<file path="src/rtl/serial_port_defines.vh">
// Constants for the jumper-configured asynchronous serial port.
// Assumes a 25 MHz core clock; included by the port's design file.
// Summary of operation
// RQ1 - Jumpers sampled only at reset release
// RQ2 - Word jumper installed: 7 bits, else 8
// RQ3 - Stop jumper installed: 2 stops, else 1
// RQ4 - Sense jumper installed: even, else odd parity
// RQ5 - Parity jumper: generate and check parity
// RQ6 - Parity off ignores sense jumper entirely
// RQ7 - Eight bits with parity: one stop bit
// RQ8 - Three rate jumpers select 110 to 19200 baud
// RQ9 - Host spaces characters for 800 us handling
// RQ10 - Both ends share rate, parity, width
// RQ11 - Transmit on txd, receive on rxd
// RQ12 - Request-to-send true before each transmission
// RQ13 - Terminal-ready held true while powered
// RQ14 - Handshake inputs ignored, read true open
// RQ15 - Host should prefer 19200, 7 bits, parity
// RQ16 - Start, data LSB first, parity, stops
// RQ17 - Centre sampling, parity and framing errors
`ifndef SERIAL_PORT_DEFINES_VH
`define SERIAL_PORT_DEFINES_VH

`define CLK_HZ          25000000
`define RX_PROC_TIME_US 800
`define RX_PROC_CYCLES  ((`RX_PROC_TIME_US * (`CLK_HZ / 1000000)))

// Cycles per bit, rounded down, for each rate code
`define DIV_110         (`CLK_HZ / 110)
`define DIV_300         (`CLK_HZ / 300)
`define DIV_600         (`CLK_HZ / 600)
`define DIV_1200        (`CLK_HZ / 1200)
`define DIV_2400        (`CLK_HZ / 2400)
`define DIV_4800        (`CLK_HZ / 4800)
`define DIV_9600        (`CLK_HZ / 9600)
`define DIV_19200       (`CLK_HZ / 19200)

`define DIV_W           18
`define RTS_LEAD_BITS   1

`endif

</file>
<file path="src/rtl/serial_port.v">
// Jumper-configured asynchronous serial port, data terminal side.
// Assumes jumpers and rxd are asynchronous pins; tx bytes come from
// logic on core_clk with a valid/ready handshake.
`timescale 1ns/100ps
`default_nettype none
`include "serial_port_defines.vh"

module serial_port (
    input  wire       core_clk,
    input  wire       reset_n,
    input  wire       seven_bit_word_select,
    input  wire       two_stop_select,
    input  wire       parity_sense_even_select,
    input  wire       parity_enable_select,
    input  wire       rate_select_msb,
    input  wire       rate_select_mid,
    input  wire       rate_select_lsb,
    input  wire       rxd,
    input  wire       dsr_n,
    input  wire       cts_n,
    input  wire [7:0] tx_data,
    input  wire       tx_valid,
    output reg        tx_ready,
    output reg        txd,
    output reg        rts,
    output reg        dtr,
    output reg  [7:0] rx_data,
    output reg        rx_valid,
    output reg        rx_parity_err,
    output reg        rx_frame_err
);

////////////////////////////////////////////////////////////////////////
// Reset release and jumper capture

reg        rst_m_q;
reg        rst_q;
reg        cfg_take_q;
reg        cfg_seven_q;
reg        cfg_two_stop_q;
reg        cfg_even_q;
reg        cfg_pe_q;
reg  [2:0] cfg_rate_q;
reg  [6:0] jmp_s1_q;
reg  [6:0] jmp_s2_q;
reg  [6:0] jmp_s3_q;
reg  [6:0] jmp_lvl_q;
wire [6:0] jmp_agree_w = ~(jmp_s2_q ^ jmp_s3_q);

always @(posedge core_clk or negedge reset_n) begin
    if (!reset_n) begin
        rst_m_q <= 1'b0;
        rst_q   <= 1'b0;
    end else begin
        rst_m_q <= 1'b1;
        rst_q   <= rst_m_q;
    end
end

// Straps pass three stages; a bit moves once stages two and three agree.
// No reset here: the straps must settle while reset is still held.
always @(posedge core_clk) begin
    jmp_s1_q  <= {seven_bit_word_select, two_stop_select,
                  parity_sense_even_select, parity_enable_select,
                  rate_select_msb, rate_select_mid, rate_select_lsb};
    jmp_s2_q  <= jmp_s1_q;
    jmp_s3_q  <= jmp_s2_q;
    jmp_lvl_q <= (jmp_agree_w & jmp_s3_q) | (~jmp_agree_w & jmp_lvl_q);
end

// Jumpers are static straps; captured once, one cycle after release
always @(posedge core_clk or negedge rst_q) begin
    if (!rst_q) begin
        cfg_take_q     <= 1'b1;
        cfg_seven_q    <= 1'b0;
        cfg_two_stop_q <= 1'b0;
        cfg_even_q     <= 1'b0;
        cfg_pe_q       <= 1'b0;
        cfg_rate_q     <= 3'h0;
    end else if (cfg_take_q) begin
        cfg_take_q     <= 1'b0;                                 // RQ1
        cfg_seven_q    <= jmp_lvl_q[6];
        cfg_two_stop_q <= jmp_lvl_q[5];
        cfg_even_q     <= jmp_lvl_q[4];
        cfg_pe_q       <= jmp_lvl_q[3];
        cfg_rate_q     <= jmp_lvl_q[2:0];                       // RQ8
    end
end

// The quotient is 32 bits wide; cut on purpose to the counter width
function [`DIV_W-1:0] bit_div;
    input [2:0]  code;
    reg   [31:0] full;
    begin
        case (code)
            3'h0:    full = `DIV_110;                           // RQ8
            3'h1:    full = `DIV_300;
            3'h2:    full = `DIV_600;
            3'h3:    full = `DIV_1200;
            3'h4:    full = `DIV_2400;
            3'h5:    full = `DIV_4800;
            3'h6:    full = `DIV_9600;
            default: full = `DIV_19200;
        endcase
        bit_div = full[`DIV_W-1:0];
    end
endfunction

wire [`DIV_W-1:0] div_w   = bit_div(cfg_rate_q);
wire [`DIV_W-1:0] half_w  = {1'b0, div_w[`DIV_W-1:1]};
wire [3:0]        nbits_w = cfg_seven_q ? 4'h7 : 4'h8;          // RQ2
// Two stops only if jumpered and not eight bits with parity
wire              two_stop_w = cfg_two_stop_q &
                               !(cfg_pe_q && !cfg_seven_q);     // RQ3 RQ7

////////////////////////////////////////////////////////////////////////
// Transmitter

localparam [2:0] TX_IDLE = 3'h0;
localparam [2:0] TX_RTS  = 3'h1;
localparam [2:0] TX_STRT = 3'h2;
localparam [2:0] TX_DATA = 3'h3;
localparam [2:0] TX_PAR  = 3'h4;
localparam [2:0] TX_STOP = 3'h5;

reg  [2:0]        tx_st_q;
reg  [`DIV_W-1:0] tx_cnt_q;
reg  [3:0]        tx_bit_q;
reg  [7:0]        tx_sh_q;
reg               tx_par_q;
wire              tx_tick_w = (tx_cnt_q == div_w - 18'h1);

always @(posedge core_clk or negedge rst_q) begin
    if (!rst_q) begin
        tx_st_q  <= TX_IDLE;
        tx_cnt_q <= 18'h0;
        tx_bit_q <= 4'h0;
        tx_sh_q  <= 8'h0;
        tx_par_q <= 1'b0;
        tx_ready <= 1'b0;
        txd      <= 1'b1;
        rts      <= 1'b0;
        dtr      <= 1'b0;
    end else begin
        dtr      <= 1'b1;                                       // RQ13
        tx_ready <= 1'b0;
        tx_cnt_q <= tx_tick_w ? 18'h0 : tx_cnt_q + 18'h1;
        case (tx_st_q)
            TX_IDLE: begin
                txd      <= 1'b1;
                rts      <= 1'b0;
                tx_cnt_q <= 18'h0;
                // Handshake inputs deliberately not consulted
                if (!cfg_take_q) begin
                    tx_ready <= 1'b1;                           // RQ14
                end
                if (tx_valid && tx_ready) begin
                    tx_ready <= 1'b0;
                    tx_sh_q  <= tx_data;
                    tx_par_q <= ~cfg_even_q;                    // RQ4
                    rts      <= 1'b1;                           // RQ12
                    tx_st_q  <= TX_RTS;
                end
            end
            TX_RTS: begin
                // One bit time of lead from rts to start bit
                if (tx_tick_w) begin
                    txd     <= 1'b0;                            // RQ16
                    tx_st_q <= TX_STRT;
                end
            end
            TX_STRT: begin
                if (tx_tick_w) begin
                    txd      <= tx_sh_q[0];                     // RQ11
                    tx_par_q <= tx_par_q ^ tx_sh_q[0];
                    tx_sh_q  <= {1'b0, tx_sh_q[7:1]};
                    tx_bit_q <= 4'h1;
                    tx_st_q  <= TX_DATA;
                end
            end
            TX_DATA: begin
                if (tx_tick_w) begin
                    if (tx_bit_q == nbits_w) begin
                        if (cfg_pe_q) begin
                            txd     <= tx_par_q;                // RQ5
                            tx_st_q <= TX_PAR;
                        end else begin
                            txd      <= 1'b1;                   // RQ6
                            tx_bit_q <= 4'h0;
                            tx_st_q  <= TX_STOP;
                        end
                    end else begin
                        txd      <= tx_sh_q[0];                 // RQ16
                        tx_par_q <= tx_par_q ^ tx_sh_q[0];
                        tx_sh_q  <= {1'b0, tx_sh_q[7:1]};
                        tx_bit_q <= tx_bit_q + 4'h1;
                    end
                end
            end
            TX_PAR: begin
                if (tx_tick_w) begin
                    txd      <= 1'b1;
                    tx_bit_q <= 4'h0;
                    tx_st_q  <= TX_STOP;
                end
            end
            TX_STOP: begin
                if (tx_tick_w) begin
                    if (two_stop_w && tx_bit_q == 4'h0) begin
                        tx_bit_q <= 4'h1;                       // RQ3
                    end else begin
                        rts     <= 1'b0;
                        tx_st_q <= TX_IDLE;
                    end
                end
            end
            default: tx_st_q <= TX_IDLE;
        endcase
    end
end

////////////////////////////////////////////////////////////////////////
// Receiver

// Three stages; a level counts once the second and third agree
reg  [2:0] rx_sync_q;
reg        rx_lvl_q;

always @(posedge core_clk or negedge rst_q) begin
    if (!rst_q) begin
        rx_sync_q <= 3'h7;
        rx_lvl_q  <= 1'b1;
    end else begin
        rx_sync_q <= {rx_sync_q[1:0], rxd};
        if (rx_sync_q[1] == rx_sync_q[2]) begin
            rx_lvl_q <= rx_sync_q[2];
        end
    end
end

localparam [2:0] RX_IDLE = 3'h0;
localparam [2:0] RX_STRT = 3'h1;
localparam [2:0] RX_DATA = 3'h2;
localparam [2:0] RX_PAR  = 3'h3;
localparam [2:0] RX_STOP = 3'h4;

reg  [2:0]        rx_st_q;
reg  [`DIV_W-1:0] rx_cnt_q;
reg  [3:0]        rx_bit_q;
reg  [7:0]        rx_sh_q;
reg               rx_par_q;
wire              rx_tick_w = (rx_cnt_q == div_w - 18'h1);

// Receiver stop check is one bit only; a second stop is idle line
always @(posedge core_clk or negedge rst_q) begin
    if (!rst_q) begin
        rx_st_q       <= RX_IDLE;
        rx_cnt_q      <= 18'h0;
        rx_bit_q      <= 4'h0;
        rx_sh_q       <= 8'h0;
        rx_par_q      <= 1'b0;
        rx_data       <= 8'h0;
        rx_valid      <= 1'b0;
        rx_parity_err <= 1'b0;
        rx_frame_err  <= 1'b0;
    end else begin
        rx_valid <= 1'b0;
        rx_cnt_q <= rx_tick_w ? 18'h0 : rx_cnt_q + 18'h1;
        case (rx_st_q)
            RX_IDLE: begin
                rx_cnt_q <= 18'h0;
                if (!rx_lvl_q && !cfg_take_q) begin
                    rx_st_q <= RX_STRT;
                end
            end
            RX_STRT: begin
                // Half a bit in: confirm start and realign to centre
                if (rx_cnt_q == half_w) begin
                    rx_cnt_q <= 18'h0;                          // RQ17
                    rx_bit_q <= 4'h0;
                    rx_sh_q  <= 8'h0;
                    rx_par_q <= ~cfg_even_q;                    // RQ4
                    rx_st_q  <= rx_lvl_q ? RX_IDLE : RX_DATA;
                end
            end
            RX_DATA: begin
                if (rx_tick_w) begin
                    rx_sh_q  <= cfg_seven_q ?
                                {1'b0, rx_lvl_q, rx_sh_q[6:1]} :
                                {rx_lvl_q, rx_sh_q[7:1]};       // RQ2 RQ16
                    rx_par_q <= rx_par_q ^ rx_lvl_q;
                    rx_bit_q <= rx_bit_q + 4'h1;
                    if (rx_bit_q == nbits_w - 4'h1) begin
                        rx_st_q <= cfg_pe_q ? RX_PAR : RX_STOP; // RQ5 RQ6
                    end
                end
            end
            RX_PAR: begin
                if (rx_tick_w) begin
                    rx_par_q <= rx_par_q ^ rx_lvl_q;
                    rx_st_q  <= RX_STOP;
                end
            end
            RX_STOP: begin
                if (rx_tick_w) begin
                    rx_data       <= rx_sh_q;
                    rx_valid      <= 1'b1;
                    rx_parity_err <= cfg_pe_q & rx_par_q;       // RQ10 RQ17
                    rx_frame_err  <= ~rx_lvl_q;                 // RQ17
                    rx_st_q       <= RX_IDLE;
                end
            end
            default: rx_st_q <= RX_IDLE;
        endcase
    end
end

endmodule // serial_port

`default_nettype wire

</file>
<file path="config.mk">
export PLATFORM = sky130hd
export DESIGN_NAME = serial_port
export DESIGN_NICKNAME = d
export VERILOG_FILES = /design/src/rtl/serial_port.v
export VERILOG_INCLUDE_DIRS = /design/src /design/src/rtl
export SDC_FILE = /design/constraint.sdc
export NUM_CORES = 1
export LEC_CHECK = 0
export BUFFER_PORTS_ARGS = -buffer_cell sky130_fd_sc_hd__buf_4
export CELL_PAD_IN_SITES_DETAIL_PLACEMENT = 1
export CELL_PAD_IN_SITES_GLOBAL_PLACEMENT = 1
export CORE_MARGIN = 2
export CORE_UTILIZATION = 30
export CTS_CLUSTER_DIAMETER = 150
export DETAILED_ROUTE_END_ITERATION = 12
export HOLD_SLACK_MARGIN = 0.06
export PLACE_DENSITY = 0.63
export SETUP_SLACK_MARGIN = 0.3
export SLEW_MARGIN = 10
export SYNTH_ARGS = -nofsm -noshare
export SYNTH_HDL_FRONTEND = slang
export SYNTH_SLANG_ARGS = --single-unit
</file>
<file path="constraint.sdc">
create_clock -name core_clk -period 2.71 [get_ports core_clk]
set_clock_uncertainty 0.1 [all_clocks]
set_input_delay 0.542 -clock core_clk [delete_from_list [all_inputs] [get_ports core_clk]]
set_output_delay 0.542 -clock core_clk [all_outputs]
set_load 0.01 [all_outputs]
</file>
==> flow_metrics.py, run 1 <==
metrics = {
    "run_status": {
        "status": "complete, but fails checks",
        "violations": "negative setup slack",
    },
    "cells_and_area": {
        "n_fill_cell": 2624,
        "diodes": 0,
        "finalNetCount": 904,
        "areaGrowthSynthToFinish_pct": 36.06,
        "drive_gt1_share_pct": 31.57,
    },
    "synthesis": {
        "netlist_instances": 764,
        "seq_area_frac_synth_pct": 43.29,
        "synthTopCellsByArea": "dfrtp_1, dfxtp_1, nor2_1",
        "synth_mux_area_share_pct": 4.276,
        "synth_xor_xnor_area_share_pct": 6.519,
        "yosysTopAreaCell": "dfrtp_1",
        "synth_top_family_by_area": "simple AND/OR/NAND/NOR gates",
        "synth-compound-area-share_pct": 16.36,
        "synth_flop_cell": "dfrtp_1",
        "yosysUniqueCellTypes": 86,
        "synth_area_per_cell_sq_um": 9.269,
        "synth_top_area_share_pct": 32.16,
        "synth_seq_cells": 125,
        "synth_fa_ha_area_share_pct": 1.201,
        "synthSimpleGateAreaFrac_pct": 22.53,
        "async_flop_share_pct": 77.60,
        "synthTopCellsByCount": "dfrtp_1, nor2_1, nand2_1",
        "synthMostInstantiatedCell": "dfrtp_1",
        "yosysWarnings": 0,
        "synth_area_sq_mm": 0.007082,
        "synth_edf_count": 7,
    },
    "floorplanning": {
        "io_pins": 36,
        "fp.dieH_microns": 157.6,
        "die-area_sq_mm": 0.02485,
        "rows": 56,
        "start_util_pct": 30.35,
        "die_w_microns": 157.6,
        "core_area_sq_mm": 0.02333,
    },
    "placed_design": {
        "io_buffers": 33,
        "dp_hpwl_mm": 13.82,
        "place.gp.congestion": 0.8439,
    },
    "power": {
        "p_per_area_mw_per_mm2": 642.5,
        "p_leak_nw": 4.073,
        "irDropWorstVdd_mv": 0.3305,
    },
    "timing": {
        "fin_crit_ns": 3.291,
        "setup-tns-final_ns": -33.34,
        "fin_ws_ns": -0.5812,
        "fmax_ghz": 0.3038,
        "final-setup-viol-count": 81,
        "slew_headroom_pct": 48.15,
        "rsz0062_at_grt": "yes",
        "drv_slew": 0,
        "whs_ns": 0.1107,
        "hold_viol": 0,
        "finalCritPeriodShare_pct": 121.4,
        "worstMarginPinSlew_ns": 0.7778,
    },
    "clock_tree": {
        "clock_sinks": 125,
        "clock-root-buffer": "clkbuf_16",
        "path_clk_slew_ns": 0.06,
        "htree_levels": 4,
        "cts_tree": "done",
        "cts_made_buffers": 17,
        "cts_buffer_depth": 2,
        "clock_latency_ns": 0.43,
    },
    "detailed_routing": {
        "wl_per_cell_microns": 17.42,
        "maxUsedRoutingLayer": "met4",
        "ant_nets": 0,
        "drtPass1Iterations": 5,
        "drc": 0,
        "first_iter_violations": 385,
        "via_per_inst": 5.188,
        "drt-total-wl_mm": 21.07,
        "wl_met3_microns": 716,
        "wl_met2_mm": 10.45,
        "vias": 6272,
        "met1_length_mm": 9.620,
    },
    "min_path": {
        "hold_class": "in2reg",
    },
    "critical_path": {
        "worst_setup_path_start_kind": "flip-flop",
        "cp.required_ns": 2.92,
        "arrival_ns": 3.50,
        "path_max_fanout": 4,
        "path_class": "reg2reg",
        "cp-end-kind": "flip-flop",
    },
    "grt": {
        "overflow": 0,
        "grt_max_degree": 50,
        "antenna_found_initial": 0,
        "grt_pass1_wl_mm": 34.07,
        "first_global_vias": 6281,
        "grt.total_usage_pct": 17.55,
    },
    "flow_run": {
        "maxCapViolCount": 0,
    },
}
==> critical path, stage by stage (launching register included) <==
cell and delay (ns):
dfrtp_1 0.39, and2b_2 0.24, or3_4 0.34, ha_4 0.22, xnor2_1 0.12, nor4bb_1 0.29, o2111ai_1 0.18, buf_4 0.17
or4b_4 0.55, nor2_4 0.24, mux2_4 0.32
==> final timing paths <==
path                                           start                     end  slack [ns]  cells past startpoint
min in group asynchronous            rst_q$_DFF_PN0_  tx_cnt_q[17]$_DFF_PN0_        0.17                      0
setup reg to reg           cfg_rate_q[0]$_DFFE_PN0P_  rx_data[1]$_DFFE_PN0P_       -0.58                     10
hold / removal                       rate_select_lsb     jmp_s1_q[0]$_DFF_P_        0.11                      1
hold reg to reg                      rst_q$_DFF_PN0_  tx_cnt_q[17]$_DFF_PN0_        0.17                      0
setup / recovery           cfg_rate_q[0]$_DFFE_PN0P_  rx_data[1]$_DFFE_PN0P_       -0.58                     10
max in group asynchronous            rst_q$_DFF_PN0_         txd$_DFFE_PN1P_        1.53                      1
==> layout by cell type, fill, tap and decap left out, types with 20 or more instances in the layout <==
master / synthesis / final
nand2_1: 67 / 66
o21ai_0: 30 / 27
dfxtp_1: 21 / 21
inv_1: 24 / 23
nor2_1: 83 / 52
buf_4: 1 / 126
nand3_1: 41 / 40
xnor2_1: 31 / 29
dfrtp_1: 91 / 89
a21oi_1: 21 / 20
==> power breakdown <==
part,internal [mW],switching [mW],total [mW]
logic,0.786,0.835,1.62
clock network,1.47,0.894,2.36
registers,2.02,0.191,2.21
total,4.27,1.92,6.19
==> what timing repair did <==
item,4_1_cts,5_1_grt
pin swaps,20,30
hold buffers,1,0
setup endpoints to repair,81,81
gates cloned,5,1
endpoints found under the hold margin,2,0
setup buffers,13,10
resized for setup,37,73
==> registers in the layout, summed over array words and instances (netlist names), 4 cells and up, named ones only <==
register,flops
tx_bit_q,4
rx_bit_q,4
jmp_s2_q,7
rx_sh_q,8
jmp_s3_q,7
rx_cnt_q,18
tx_sh_q,8
rx_data,8
tx_cnt_q,18
jmp_s1_q,7
==> kinds of logic (layout without fill, tap and decap cells) <==
| kind of cell | after synthesis | count (layout) |
|---|---|---|
| DFF | 125 | 125 |
| muxes | 27 | 27 |
| other | 2 | 3 |
| adders and majority gates | 7 | 7 |
| buffers and inverters | 88 | 211 |
| xor gates and xnor gates | 51 | 51 |
| and+or+nand+nor | 304 | 305 |
| AOI/OAI and AO/OA | 160 | 161 |
==> per-stage QoR <==
step                      power [mW]  std cells  utilization, %  worst slack (ns)  instance area [sq um]
after detailed placement       3.583       1147           35.27           -0.5878                   8229
after CTS                      6.076       1198           39.52           -0.5382                   9220
after global placement         3.554       1147           35.27           -0.5358                   8229
final                          6.191       1209           41.30           -0.5812                   9635
after global routing           6.504       1209           41.30           -0.6812                   9635
after floorplan                3.094        765               -           -0.6395                   7152
==> layout make-up <==
cell class              count  area, sq um  share of cell area (%)
clock inverters            14        165.2                   1.714
inverters                  24        93.84                  0.9739
clock buffers              18        439.2                   4.558
well taps                 319        399.1                   4.142
multi-input cells         554         4051                   42.05
flip-flops and latches    125         3070                   31.87
repair buffers            155         1416                   14.70
==> routing by layer <==
| layer | global-route usage (%) | vias up |
|---|---|---|
| li1 | - | 2947 |
| met1 | 23.26 | 3183 |
| met2 | 29.44 | 121 |
| met3 | 3.230 | 21 |
| met4 | 4.632 | 0 |
| met5 | 0 | - |
(Power assumes the default switching activity.)
==> run 2: changes to the inputs <==
MAX_ROUTING_LAYER = met4   (was unset)
==> run 2 against run 1 <==
The flow still finishes with violations (negative setup slack). Sequential power about the same. Fmax down 0.13%. Sequential cell count unchanged. Non-clock buffer count unchanged. First-iteration DRC count down 13%. Register-to-register slack about the same. Worst setup slack worse by 0.0044 ns. Final cell count unchanged. Wire length down 0.39%. Sequential share of layout area unchanged.
==> flow_metrics.py, run 2 (same netlist as run 1, synthesis figures left out) <==
metrics = {
    "power": {
        "p_per_area_mw_per_mm2": 642.1,
        "p_leak_nw": 4.073,
        "irDropWorstVdd_mv": 0.3304,
    },
    "grt": {
        "first_global_vias": 6273,
        "grt.total_usage_pct": 18.04,
        "antenna_found_initial": 0,
        "overflow": 0,
        "grt_pass1_wl_mm": 34.08,
        "grt_max_degree": 50,
    },
    "critical_path": {
        "path_class": "reg2reg",
        "worst_setup_path_start_kind": "flip-flop",
        "reg2regPathDepth": 10,
        "cp.required_ns": 2.92,
        "cp-end-kind": "flip-flop",
        "arrival_ns": 3.50,
        "path_max_fanout": 4,
    },
    "cells_and_area": {
        "drive_gt1_share_pct": 31.57,
        "areaGrowthSynthToFinish_pct": 36.06,
        "final_common_cell": "buf_4",
        "reg_top3": "rx_cnt_q (18), tx_cnt_q (18)",
        "diodes": 0,
        "finalNetCount": 904,
        "final_cell_mix": "buf_4, dfrtp_1, nand2_1",
        "postLayoutCellArea_sq_mm": 0.009635,
    },
    "placed_design": {
        "dp_slack_ns": -0.5878,
        "dpl_cell_area_sq_mm": 0.008229,
        "place.gp.congestion": 0.8571,
        "dp_hpwl_mm": 13.82,
        "io_buffers": 33,
    },
    "timing": {
        "finalCritPeriodShare_pct": 121.6,
        "fin_ws_ns": -0.5857,
        "slew_headroom_pct": 47.53,
        "worstMarginPinSlew_ns": 0.7871,
        "drv_slew": 0,
        "final-setup-viol-count": 81,
        "hold_viol": 0,
        "fin_crit_ns": 3.296,
        "setup-tns-final_ns": -33.83,
        "rsz0062_at_grt": "yes",
        "fmax_ghz": 0.3034,
    },
    "floorplanning": {
        "die_w_microns": 157.6,
        "start_util_pct": 30.35,
        "die-area_sq_mm": 0.02485,
        "rows": 56,
        "fp.dieH_microns": 157.6,
        "io_pins": 36,
        "core_area_sq_mm": 0.02333,
    },
    "clock_tree": {
        "cts_made_buffers": 17,
        "clock-root-buffer": "clkbuf_16",
        "htree_levels": 4,
        "clock_sinks": 125,
        "path_clk_slew_ns": 0.06,
        "cts_tree": "done",
        "clock_latency_ns": 0.43,
        "cts_buffer_depth": 2,
    },
    "detailed_routing": {
        "via_per_inst": 5.141,
        "drtPass1Iterations": 5,
        "ant_nets": 0,
        "vias": 6215,
        "first_iter_violations": 334,
        "drt-total-wl_mm": 20.98,
        "wl_per_cell_microns": 17.36,
        "drc": 0,
    },
    "run_status": {
        "status": "complete, but fails checks",
        "violations": "negative setup slack",
    },
    "flow_run": {
        "maxCapViolCount": 0,
    },
    "min_path": {
        "hold_class": "in2reg",
        "whs_path_depth": 1,
    },
}
run 2: cell counts in the layout (fill, tap and decap cells not counted):
No cell type changed its count.
run 2: repair_timing:
action                                  4_1_cts  5_1_grt
setup buffers                                13       10
gates cloned                                  5        1
endpoints found under the hold margin         2        0
hold buffers                                  1        0
gates resized for setup                      37       73
pin swaps                                    20       30
endpoints found under the setup margin       81       81
run 2: final cells by class:
cell class | instances | area (sq um)
fillers | 2624 | 13700
well taps | 319 | 399.1
clock inverters | 14 | 165.2
flip-flops and latches | 125 | 3070
repair buffers | 155 | 1416
inverters | 24 | 93.84
multi-input cells | 554 | 4051
clock buffers | 18 | 439.2
run 2: final timing paths:
check / start / to / slack, ns
min in group asynchronous: rst_q$_DFF_PN0_ / tx_cnt_q[17]$_DFF_PN0_ / 0.18
setup / recovery: cfg_rate_q[0]$_DFFE_PN0P_ / rx_data[1]$_DFFE_PN0P_ / -0.59
max in group asynchronous: rst_q$_DFF_PN0_ / txd$_DFFE_PN1P_ / 1.52
hold / removal: rate_select_lsb / jmp_s1_q[0]$_DFF_P_ / 0.11
hold reg to reg: rst_q$_DFF_PN0_ / tx_cnt_q[17]$_DFF_PN0_ / 0.18
setup reg to reg: cfg_rate_q[0]$_DFFE_PN0P_ / rx_data[1]$_DFFE_PN0P_ / -0.59
run 2: critical path: stages (launching register included):
cell and delay (ns):
dfrtp_1 0.39, and2b_2 0.24, or3_4 0.34, ha_4 0.22, xnor2_1 0.12, nor4bb_1 0.29, o2111ai_1 0.19, buf_4 0.18
or4b_4 0.55, nor2_4 0.24, mux2_4 0.32
run 2: where the power goes:
group	internal (mW)	switching, mW	total [mW]
clock	1.47	0.892	2.36
combinational	0.786	0.835	1.62
sequential	2.02	0.188	2.20
total	4.27	1.92	6.19
run 2: layer usage:
layer / share of wire (%) / wire length (microns) / vias up / track usage [%]
met2: 50 / 10440 / 114 / 29.38
met5: 0 / 0 / - / -
met4: 1.1 / 233 / 0 / 4.632
met3: 3.3 / 689 / 15 / 3.230
li1: - / - / 2944 / -
met1: 46 / 9619 / 3142 / 23.26
run 2: through the flow:
stage / power, mW / std cells / util (%) / hold WS, ns
6_report: 6.187 / 1209 / 41.30 / 0.1108
2_1_floorplan: 3.094 / 765 / - / 0.1464
5_1_grt: 6.505 / 1209 / 41.30 / 0.1034
3_5_place_dp: 3.583 / 1147 / 35.27 / 0.1987
4_1_cts: 6.076 / 1198 / 39.52 / 0.1061
3_3_place_gp: 3.554 / 1147 / 35.27 / 0.1891
